File: src/voice_store_pkg.sv
package voice_store_pkg;
	localparam int unsigned CLK_HZ = 25_000_000;
	// message end pulse length in microseconds
	localparam int unsigned MESSAGE_END_PULSE_TIME_US = 12;
	localparam int unsigned MESSAGE_END_PULSE_CYC_RAW = MESSAGE_END_PULSE_TIME_US * (CLK_HZ / 1_000_000);
	localparam int unsigned MESSAGE_END_PULSE_CYC = (MESSAGE_END_PULSE_CYC_RAW < 1) ? 1 :
		MESSAGE_END_PULSE_CYC_RAW;
	// overflow pulse length in clock cycles
	localparam int unsigned FULL_PULSE_CYC = 4;
	localparam int unsigned CNT_W = 16;
	localparam int unsigned ADDR_W = 10;
	localparam logic [ADDR_W-1:0] ARRAY_LAST = 10'h3FF;
	localparam logic [ADDR_W-1:0] ADDR_RST = 10'h000;
	typedef enum logic [1:0] {ST_IDLE, ST_RUN, ST_FULL_PULSE, ST_FULL_FOLLOW} op_state_e;
endpackage : voice_store_pkg

File: src/pulse_timer.sv
`timescale 1ns/1ps
module pulse_timer
	import voice_store_pkg::*;
(
	input wire logic clk_sys,
	input wire logic rst_n,
	input wire logic start,
	input wire logic [CNT_W-1:0] length,
	output logic busy
);
	typedef struct packed {
		logic [CNT_W-1:0] cnt;
	} timer_s;
	timer_s cur_ff;
	timer_s nxt_ff;
	always_comb begin
		nxt_ff = cur_ff;
		if (start) begin
			nxt_ff.cnt = length;
		end else if (cur_ff.cnt != '0) begin
			nxt_ff.cnt = CNT_W'(cur_ff.cnt - 1'b1);
		end
	end
	always_ff @(posedge clk_sys or negedge rst_n) begin
		if (!rst_n) begin
			cur_ff <= '0;
		end else begin
			cur_ff <= nxt_ff;
		end
	end
	assign busy = (cur_ff.cnt != '0);
endmodule : pulse_timer

File: src/voice_store_ctrl.sv
`timescale 1ns/1ps
// Overview of operation
// - reaching the end of the array during record or playback pulses array_full_flag low.
// - after that pulse array_full_flag follows chip enable until standby_request resets it.
// - address and playback/record select are captured on the falling edge of chip enable.
// - standby_request after an overflow returns the address pointer to the array start.
// - each recorded message gets an end marker; only the latest is kept, and recording over it clears it.
// - message_end_flag pulses low for the message end pulse time plus one clock cycle at each message end, except one cut by the array end.
// - a low supply holds message_end_flag low and locks the device to playback only.
// - in push_button_mode message_end_flag is high while recording or playing.
// - in push_button_mode a chip enable fall also stops the operation; standby_request stops it in either mode.
module voice_store_ctrl
	import voice_store_pkg::*;
(
	input wire logic clk_sys,
	input wire logic rst_n,
	input wire logic chip_enable_n,
	input wire logic standby_request,
	input wire logic play_not_record,
	input wire logic [ADDR_W-1:0] addr_in,
	input wire logic push_button_mode,
	input wire logic supply_low,
	input wire logic sample_tick,
	output logic array_full_flag_n,
	output logic message_end_flag,
	output logic recording,
	output logic playing,
	output logic [ADDR_W-1:0] mem_addr,
	output logic marker_write,
	output logic standby
);
	typedef struct packed {
		op_state_e st;
		logic ce_n_d;
		logic play;
		logic [ADDR_W-1:0] addr;
		logic [ADDR_W-1:0] marker_addr;
		logic marker_valid;
		logic full_n;
		logic eom_out;
		logic mwr;
		logic [CNT_W-1:0] full_cnt;
	} ctrl_s;
	// reset image: both status outputs idle high, pointer at the array start
	localparam ctrl_s CTRL_RST = '{
		st: ST_IDLE,
		ce_n_d: 1'b1,
		play: 1'b1,
		addr: ADDR_RST,
		marker_addr: ADDR_RST,
		marker_valid: 1'b0,
		full_n: 1'b1,
		eom_out: 1'b1,
		mwr: 1'b0,
		full_cnt: '0
	};

	function automatic logic is_running(input op_state_e st);
		return (st == ST_RUN);
	endfunction : is_running

	function automatic logic at_array_end(input logic [ADDR_W-1:0] a);
		return (a == ARRAY_LAST);
	endfunction : at_array_end

	// the pointer never wraps by itself: the array end is caught before the step
	function automatic logic [ADDR_W-1:0] step_addr(input logic [ADDR_W-1:0] a);
		return ADDR_W'(a + 1'b1);
	endfunction : step_addr

	// in push-button mode a second chip enable fall ends the operation
	function automatic logic stop_request(input logic sby, input logic pb, input logic fall);
		return sby || (pb && fall);
	endfunction : stop_request

	// one compare serves both the playback stop and the retiring of an old marker
	function automatic logic on_marker(input ctrl_s s);
		return s.marker_valid && (s.addr == s.marker_addr);
	endfunction : on_marker

	// only one marker is kept, so a new message end replaces the old one
	function automatic ctrl_s mark_end(input ctrl_s s);
		mark_end = s;
		mark_end.marker_addr = s.addr;
		mark_end.marker_valid = 1'b1;
		mark_end.mwr = 1'b1;
	endfunction : mark_end
	ctrl_s cur_ff;
	ctrl_s nxt_ff;
	logic eom_start;
	logic eom_busy;
	logic ce_fall;
	logic at_marker;

	pulse_timer u_eom_timer (
		.clk_sys(clk_sys),
		.rst_n(rst_n),
		.start(eom_start),
		.length(CNT_W'(MESSAGE_END_PULSE_CYC)),
		.busy(eom_busy)
	);

	assign ce_fall = cur_ff.ce_n_d && !chip_enable_n;
	assign at_marker = on_marker(cur_ff);

	always_comb begin
		nxt_ff = cur_ff;
		nxt_ff.ce_n_d = chip_enable_n;
		nxt_ff.mwr = 1'b0;
		eom_start = 1'b0;

		unique case (cur_ff.st)
			// a fall while standby is held is refused: the part sleeps
			ST_IDLE: begin
				if (ce_fall && !standby_request) begin
					nxt_ff.play = play_not_record || supply_low;
					nxt_ff.addr = addr_in;
					nxt_ff.st = ST_RUN;
				end
			end

			// a stop outranks a tick in the same cycle
			ST_RUN: begin
				// stop by standby in any mode, or by chip enable in push-button mode
				if (stop_request(standby_request, push_button_mode, ce_fall)) begin
					if (!cur_ff.play) begin
						nxt_ff = mark_end(nxt_ff);
					end
					eom_start = 1'b1;
					nxt_ff.st = ST_IDLE;
				end else if (sample_tick) begin
					if (cur_ff.play && at_marker) begin
						eom_start = 1'b1;
						nxt_ff.st = ST_IDLE;
					end else if (at_array_end(cur_ff.addr)) begin
						nxt_ff.full_n = 1'b0;
						nxt_ff.full_cnt = CNT_W'(FULL_PULSE_CYC);
						// a recording cut by the array end still gets its marker
						if (!cur_ff.play) begin
							nxt_ff = mark_end(nxt_ff);
						end
						nxt_ff.st = ST_FULL_PULSE;
					end else begin
						if (!cur_ff.play && at_marker) begin
							nxt_ff.marker_valid = 1'b0;
						end
						nxt_ff.addr = step_addr(cur_ff.addr);
					end
				end
			end

			// chip enable is not followed until the pulse has run out
			ST_FULL_PULSE: begin
				if (cur_ff.full_cnt > CNT_W'(1)) begin
					nxt_ff.full_cnt = CNT_W'(cur_ff.full_cnt - 1'b1);
				end else begin
					nxt_ff.full_cnt = '0;
					nxt_ff.st = ST_FULL_FOLLOW;
				end
			end

			// a new operation waits here until standby_request
			ST_FULL_FOLLOW: begin
				if (standby_request) begin
					nxt_ff.addr = ADDR_RST;
					nxt_ff.st = ST_IDLE;
				end
			end
		endcase

		if (nxt_ff.st == ST_FULL_FOLLOW) begin
			nxt_ff.full_n = chip_enable_n;
		end else if (nxt_ff.st != ST_FULL_PULSE) begin
			nxt_ff.full_n = 1'b1;
		end

		// the low-supply hold outranks the pulse and the busy indicator
		// supply low holds flag low
		if (supply_low) begin
			nxt_ff.eom_out = 1'b0;
		end else if (push_button_mode) begin
			nxt_ff.eom_out = is_running(nxt_ff.st);
		end else begin
			nxt_ff.eom_out = !(eom_start || eom_busy);
		end
	end

	always_ff @(posedge clk_sys or negedge rst_n) begin
		if (!rst_n) begin
			cur_ff <= CTRL_RST;
		end else begin
			cur_ff <= nxt_ff;
		end
	end

	// the overflow output doubles as the next device's chip enable in a chain
	assign array_full_flag_n = cur_ff.full_n;
	assign message_end_flag = cur_ff.eom_out;
	assign recording = is_running(cur_ff.st) && !cur_ff.play;
	assign playing = is_running(cur_ff.st) && cur_ff.play;
	assign mem_addr = cur_ff.addr;
	assign marker_write = cur_ff.mwr;
	assign standby = standby_request && (cur_ff.st == ST_IDLE);
endmodule : voice_store_ctrl

File: config.mk
export PLATFORM = sky130hd
export DESIGN_NAME = voice_store_ctrl
export DESIGN_NICKNAME = d
export VERILOG_FILES = /design/src/voice_store_pkg.sv /design/src/pulse_timer.sv /design/src/voice_store_ctrl.sv
export SDC_FILE = /design/constraint.sdc
export NUM_CORES = 1
export LEC_CHECK = 0
export ABC_AREA = 1
export BUFFER_PORTS_ARGS = -buffer_cell sky130_fd_sc_hd__buf_2
export CORE_MARGIN = 5
export CORE_UTILIZATION = 45
export CTS_CLUSTER_SIZE = 16
export DETAILED_ROUTE_END_ITERATION = 7
export GPL_TIMING_DRIVEN = 1
export PLACE_DENSITY = 0.66
export SLEW_MARGIN = 20
export SYNTH_ARGS = -nofsm -noshare
export SYNTH_HDL_FRONTEND = slang
export SYNTH_SLANG_ARGS = --single-unit
File: constraint.sdc
create_clock -name clk_sys -period 1.7 [get_ports clk_sys]
set_input_delay 0.255 -clock clk_sys [delete_from_list [all_inputs] [get_ports clk_sys]]
set_output_delay 0.255 -clock clk_sys [all_outputs]
set_load 0.01 [all_outputs]
==> flow_metrics.py <==
metrics = {
    "logic_synthesis": {
        "synth_compound_area_share_pct": 9.63,
        "avgSynthCellArea_sq_um": 7.21,
        "syn_area_sq_mm": 0.00378,
        "synth_top_family_by_area": "simple AND/OR/NAND/NOR gates",
        "synth_mux_area_share_pct": 0,
        "synth-adder-area-share_pct": 1.32,
        "ys_seq_elements": 60,
        "synth_edf_count": 0,
        "synthXorXnorAreaFrac_pct": 4.17,
        "ys_seq_area_share_pct": 39.9,
        "syn_inst": 524,
        "yosys_warnings": 0,
        "synth_nets": 546,
        "async_flop_share_pct": 100,
        "synth_simple_gate_area_share_pct": 34.1,
        "ys.flop_type": "dfrtp_1",
        "netlist-cell-type-count": 41,
    },
    "drt": {
        "drtIter0Drc": 194,
        "drc": 0,
        "num_vias": 3740,
        "vias_per_cell": 5.14,
        "dr.pass1.iters": 5,
        "wl_per_cell_microns": 13.4,
        "ant_nets": 0,
        "wl_microns": 9760,
    },
    "pwr": {
        "total_power_mw": 8.78,
        "switching_power_mw": 3.88,
        "pwr_density_cell_mw_per_mm2": 1750,
        "clkPwrFrac_pct": 14.4,
        "netSwitchingFraction_pct": 44.2,
        "internal_power_mw": 4.90,
        "power.share.combinational_pct": 53.9,
        "ir_worst_vdd_mv": 1.00,
        "p_leak_nw": 2.50,
        "p_seq_share_pct": 31.7,
    },
    "global_route": {
        "grt_max_degree": 37,
        "track_usage_pct": 18.7,
        "antenna_found_initial": 0,
        "grt_overflow": 0,
        "grt_pass1_vias": 3294,
        "grt_first_pass_wirelength_microns": 15400,
    },
    "finish": {
        "mostFrequentLayoutCell": "nand2_1",
        "diodes": 0,
        "nets": 639,
        "fill_cells": 719,
        "layout_common_cells": "nand2_1 (125), buf_4 (54), dfrtp_1 (48), nor2_1 (46), inv_1 (42)",
        "drive_gt1_share_pct": 36.7,
        "area_growth_pct": 32.8,
    },
    "status": {
        "failed_checks": "setup timing",
        "status": "finished, violations left",
    },
    "cts": {
        "clkLatencyLatePin_ns": 0.34,
        "cts_root_buffer": "clkbuf_8",
        "tritoncts": "yes",
        "clk_path_buf_depth": 2,
        "numCtsBuffers": 9,
        "clkTransAtPathRegs_ns": 0.07,
        "cts.sinks": 60,
        "htree_levels": 3,
    },
    "worst_setup_path": {
        "reg2reg_slack_ns": -0.04,
        "start_kind": "flip-flop",
        "worstSetupEndpointType": "flip-flop",
        "critPathMaxFanout": 20,
        "cp.required_ns": 1.91,
        "worstReg2RegEnd": "cur_ff[21]",
        "critPathTopFamily": "simple AND/OR/NAND/NOR gates",
        "crit_chain": "buf_6 -> nand2_2 -> nor2_4 -> nand3_2 -> nor2_4 -> nand3_2 -> nor2_4 -> o21ai_2 -> buf_12 -> nand2_1 -> o21ai_0",
        "criticalPathCategory": "flip-flop to flip-flop",
        "slowest_stage": "dfrtp_2",
        "crit_buf_inv": 2,
        "timing.rr.start": "mem_addr[5]",
        "crit_path_max_incr_delay_ns": 0.42,
        "reg2reg_depth": 11,
        "cp.arrival_ns": 1.96,
        "critPathMostFrequentCell": "nor2_4",
    },
    "min_path": {
        "hold_depth": 2,
        "min_from": "push_button_mode",
        "holdPathEnd": "message_end_flag",
        "min-delay-path-class": "primary input to flip-flop",
    },
    "floorplanning": {
        "std_cell_rows": 33,
        "initial_core_util_pct": 46.0,
        "boundaryPins": 34,
        "fp.dieW_microns": 102,
        "chipHeight_microns": 102,
        "core_sq_mm": 0.00822,
        "die-area_sq_mm": 0.0103,
    },
    "timing": {
        "worst_slack_ns": -0.0435,
        "finalMaxSlewViolations": 0,
        "slew_headroom_pct": 73.3,
        "hold_viol_final": 0,
        "grt_setup_unrepaired": "yes",
        "skew_ns": 0.0133,
        "period_needed_ns": 1.74,
        "finalSetupViolations": 18,
        "post-route-period-util_pct": 103,
        "max_slew.worst_pin.slew_ns": 0.401,
        "timing.fmax_mhz": 574,
    },
    "placed_design": {
        "dp_hpwl_microns": 6850,
        "gp_congestion": 0.864,
        "portBuffers": 33,
        "dpl_worst_slack_ns": -0.0924,
    },
    "flow_run": {
        "cap_violations": 0,
    },
}
-- power groups by stage --
stage | clock network (mW) | logic (mW) | registers [mW]
floorplan | 0 | 2.86 | 2.55
global placement | 0 | 3.91 | 2.70
detailed placement | 0 | 3.98 | 2.71
CTS | 1.30 | 4.08 | 2.70
global route | 1.37 | 5.27 | 2.88
finish | 1.26 | 4.73 | 2.79
-- worst max path at each step --
stage	start	to	slack, ns	depth (start not counted)
6_report	mem_addr[5]	cur_ff[21]	-0.04	11
5_1_grt	mem_addr[3]	mem_addr[8]	-0.17	14
4_1_cts	mem_addr[0]	cur_ff[6]	-0.02	8
2_1_floorplan	cur_ff[41]	mem_addr[7]	0.01	8
3_5_place_dp	mem_addr[1]	cur_ff[6]	-0.09	8
3_3_place_gp	mem_addr[0]	cur_ff[4]	-0.0007	8
-- worst reg2reg max path: stages, from the launching register on --
cell	delay [ns]
dfrtp_2	0.42
buf_6	0.12
nand2_2	0.06
nor2_4	0.12
nand3_2	0.11
nor2_4	0.15
nand3_2	0.11
nor2_4	0.13
o21ai_2	0.08
buf_12	0.16
nand2_1	0.06
o21ai_0	0.08
-- cells by family after synthesis --
kind of cell             Yosys count
XOR/XNOR                          18
adder cells (fa/ha/maj)            4
flip-flops                        60
AO/OA/AOI/OAI                     66
buffers and inverters             86
AND/OR/NAND/NOR                  290
-- synth_stat cells (2+ instances only) --
| master | number | area [sq um] |
|---|---|---|
| buf_4 | 11 | 82.6 |
| nand3_1 | 31 | 155 |
| inv_2 | 4 | 15.0 |
| nand2_2 | 2 | 12.5 |
| o21ai_0 | 39 | 195 |
| o211ai_1 | 2 | 15.0 |
| nor3_1 | 14 | 70.1 |
| nor2_1 | 59 | 221 |
| o21ai_1 | 3 | 15.0 |
| dfrtp_1 | 56 | 1400 |
| xnor2_1 | 2 | 17.5 |
| ha_1 | 4 | 50.1 |
| nor4_1 | 3 | 18.8 |
| nor3b_1 | 2 | 15.0 |
| a21oi_1 | 11 | 55.1 |
| buf_6 | 5 | 56.3 |
| nor2_4 | 2 | 22.5 |
| nor2_2 | 6 | 37.5 |
| or2_2 | 4 | 25.0 |
| nand2_1 | 146 | 548 |
| a21o_1 | 3 | 22.5 |
| buf_2 | 4 | 20.0 |
| inv_1 | 59 | 221 |
| xor2_1 | 16 | 140 |
| dfstp_2 | 4 | 105 |
| nand4_1 | 13 | 81.3 |
| nand3_2 | 4 | 40.0 |
| a211oi_1 | 2 | 15.0 |
-- through the flow --
stage                     util, %  setup TNS [ns]  hold WS (ns)  cell area, sq um  instances
after floorplan                 -               0       -0.0406              3800        524
after global placement       52.8       -0.000887         0.202              4340        688
after detailed placement     52.8          -0.806         0.200              4340        688
after CTS                    55.7         -0.0599      0.000341              4570        706
after global routing         61.1           -5.23        0.0676              5020        727
final                        61.1          -0.327        0.0754              5020        727
-- flip-flops by register name (all words and copies together) (netlist names) --
signal	cells
array_full_flag_n	1
mem_addr	10
u_eom_timer.cur_ff	16
message_end_flag	1
cur_ff	31
marker_write	1
-- repair_timing --
action | 4_1_cts | 5_1_grt
resized for setup | 13 | 108
hold endpoints to repair | 11 | 1
setup endpoints to repair | 27 | 60
buffers inserted | 1 | 20
gates cloned | 0 | 0
pin swaps | 1 | 39
hold buffers | 1 | 1
-- cell type report --
class | instances | area (sq um) | share of cell area [%]
flip-flops and latches | 60 | 1520 | 30.2
inverters | 65 | 256 | 5.11
clock inverters | 2 | 35.0 | 0.698
clock buffers | 14 | 153 | 3.04
well taps | 105 | 131 | 2.62
repair buffers | 103 | 783 | 15.6
multi-input cells | 378 | 2140 | 42.7
-- metal layers --
layer / up-vias / wire, microns / part of all wire [%] / global-route usage [%]
met1: 1763 / 4580 / 47 / 26.5
met3: 11 / 469 / 4.8 / 4.34
li1: 1866 / - / - / -
met5: - / 0 / 0 / 0
met4: 0 / 144 / 1.5 / 5.62
met2: 100 / 4560 / 47 / 28.6
(Power assumes the default switching activity.)
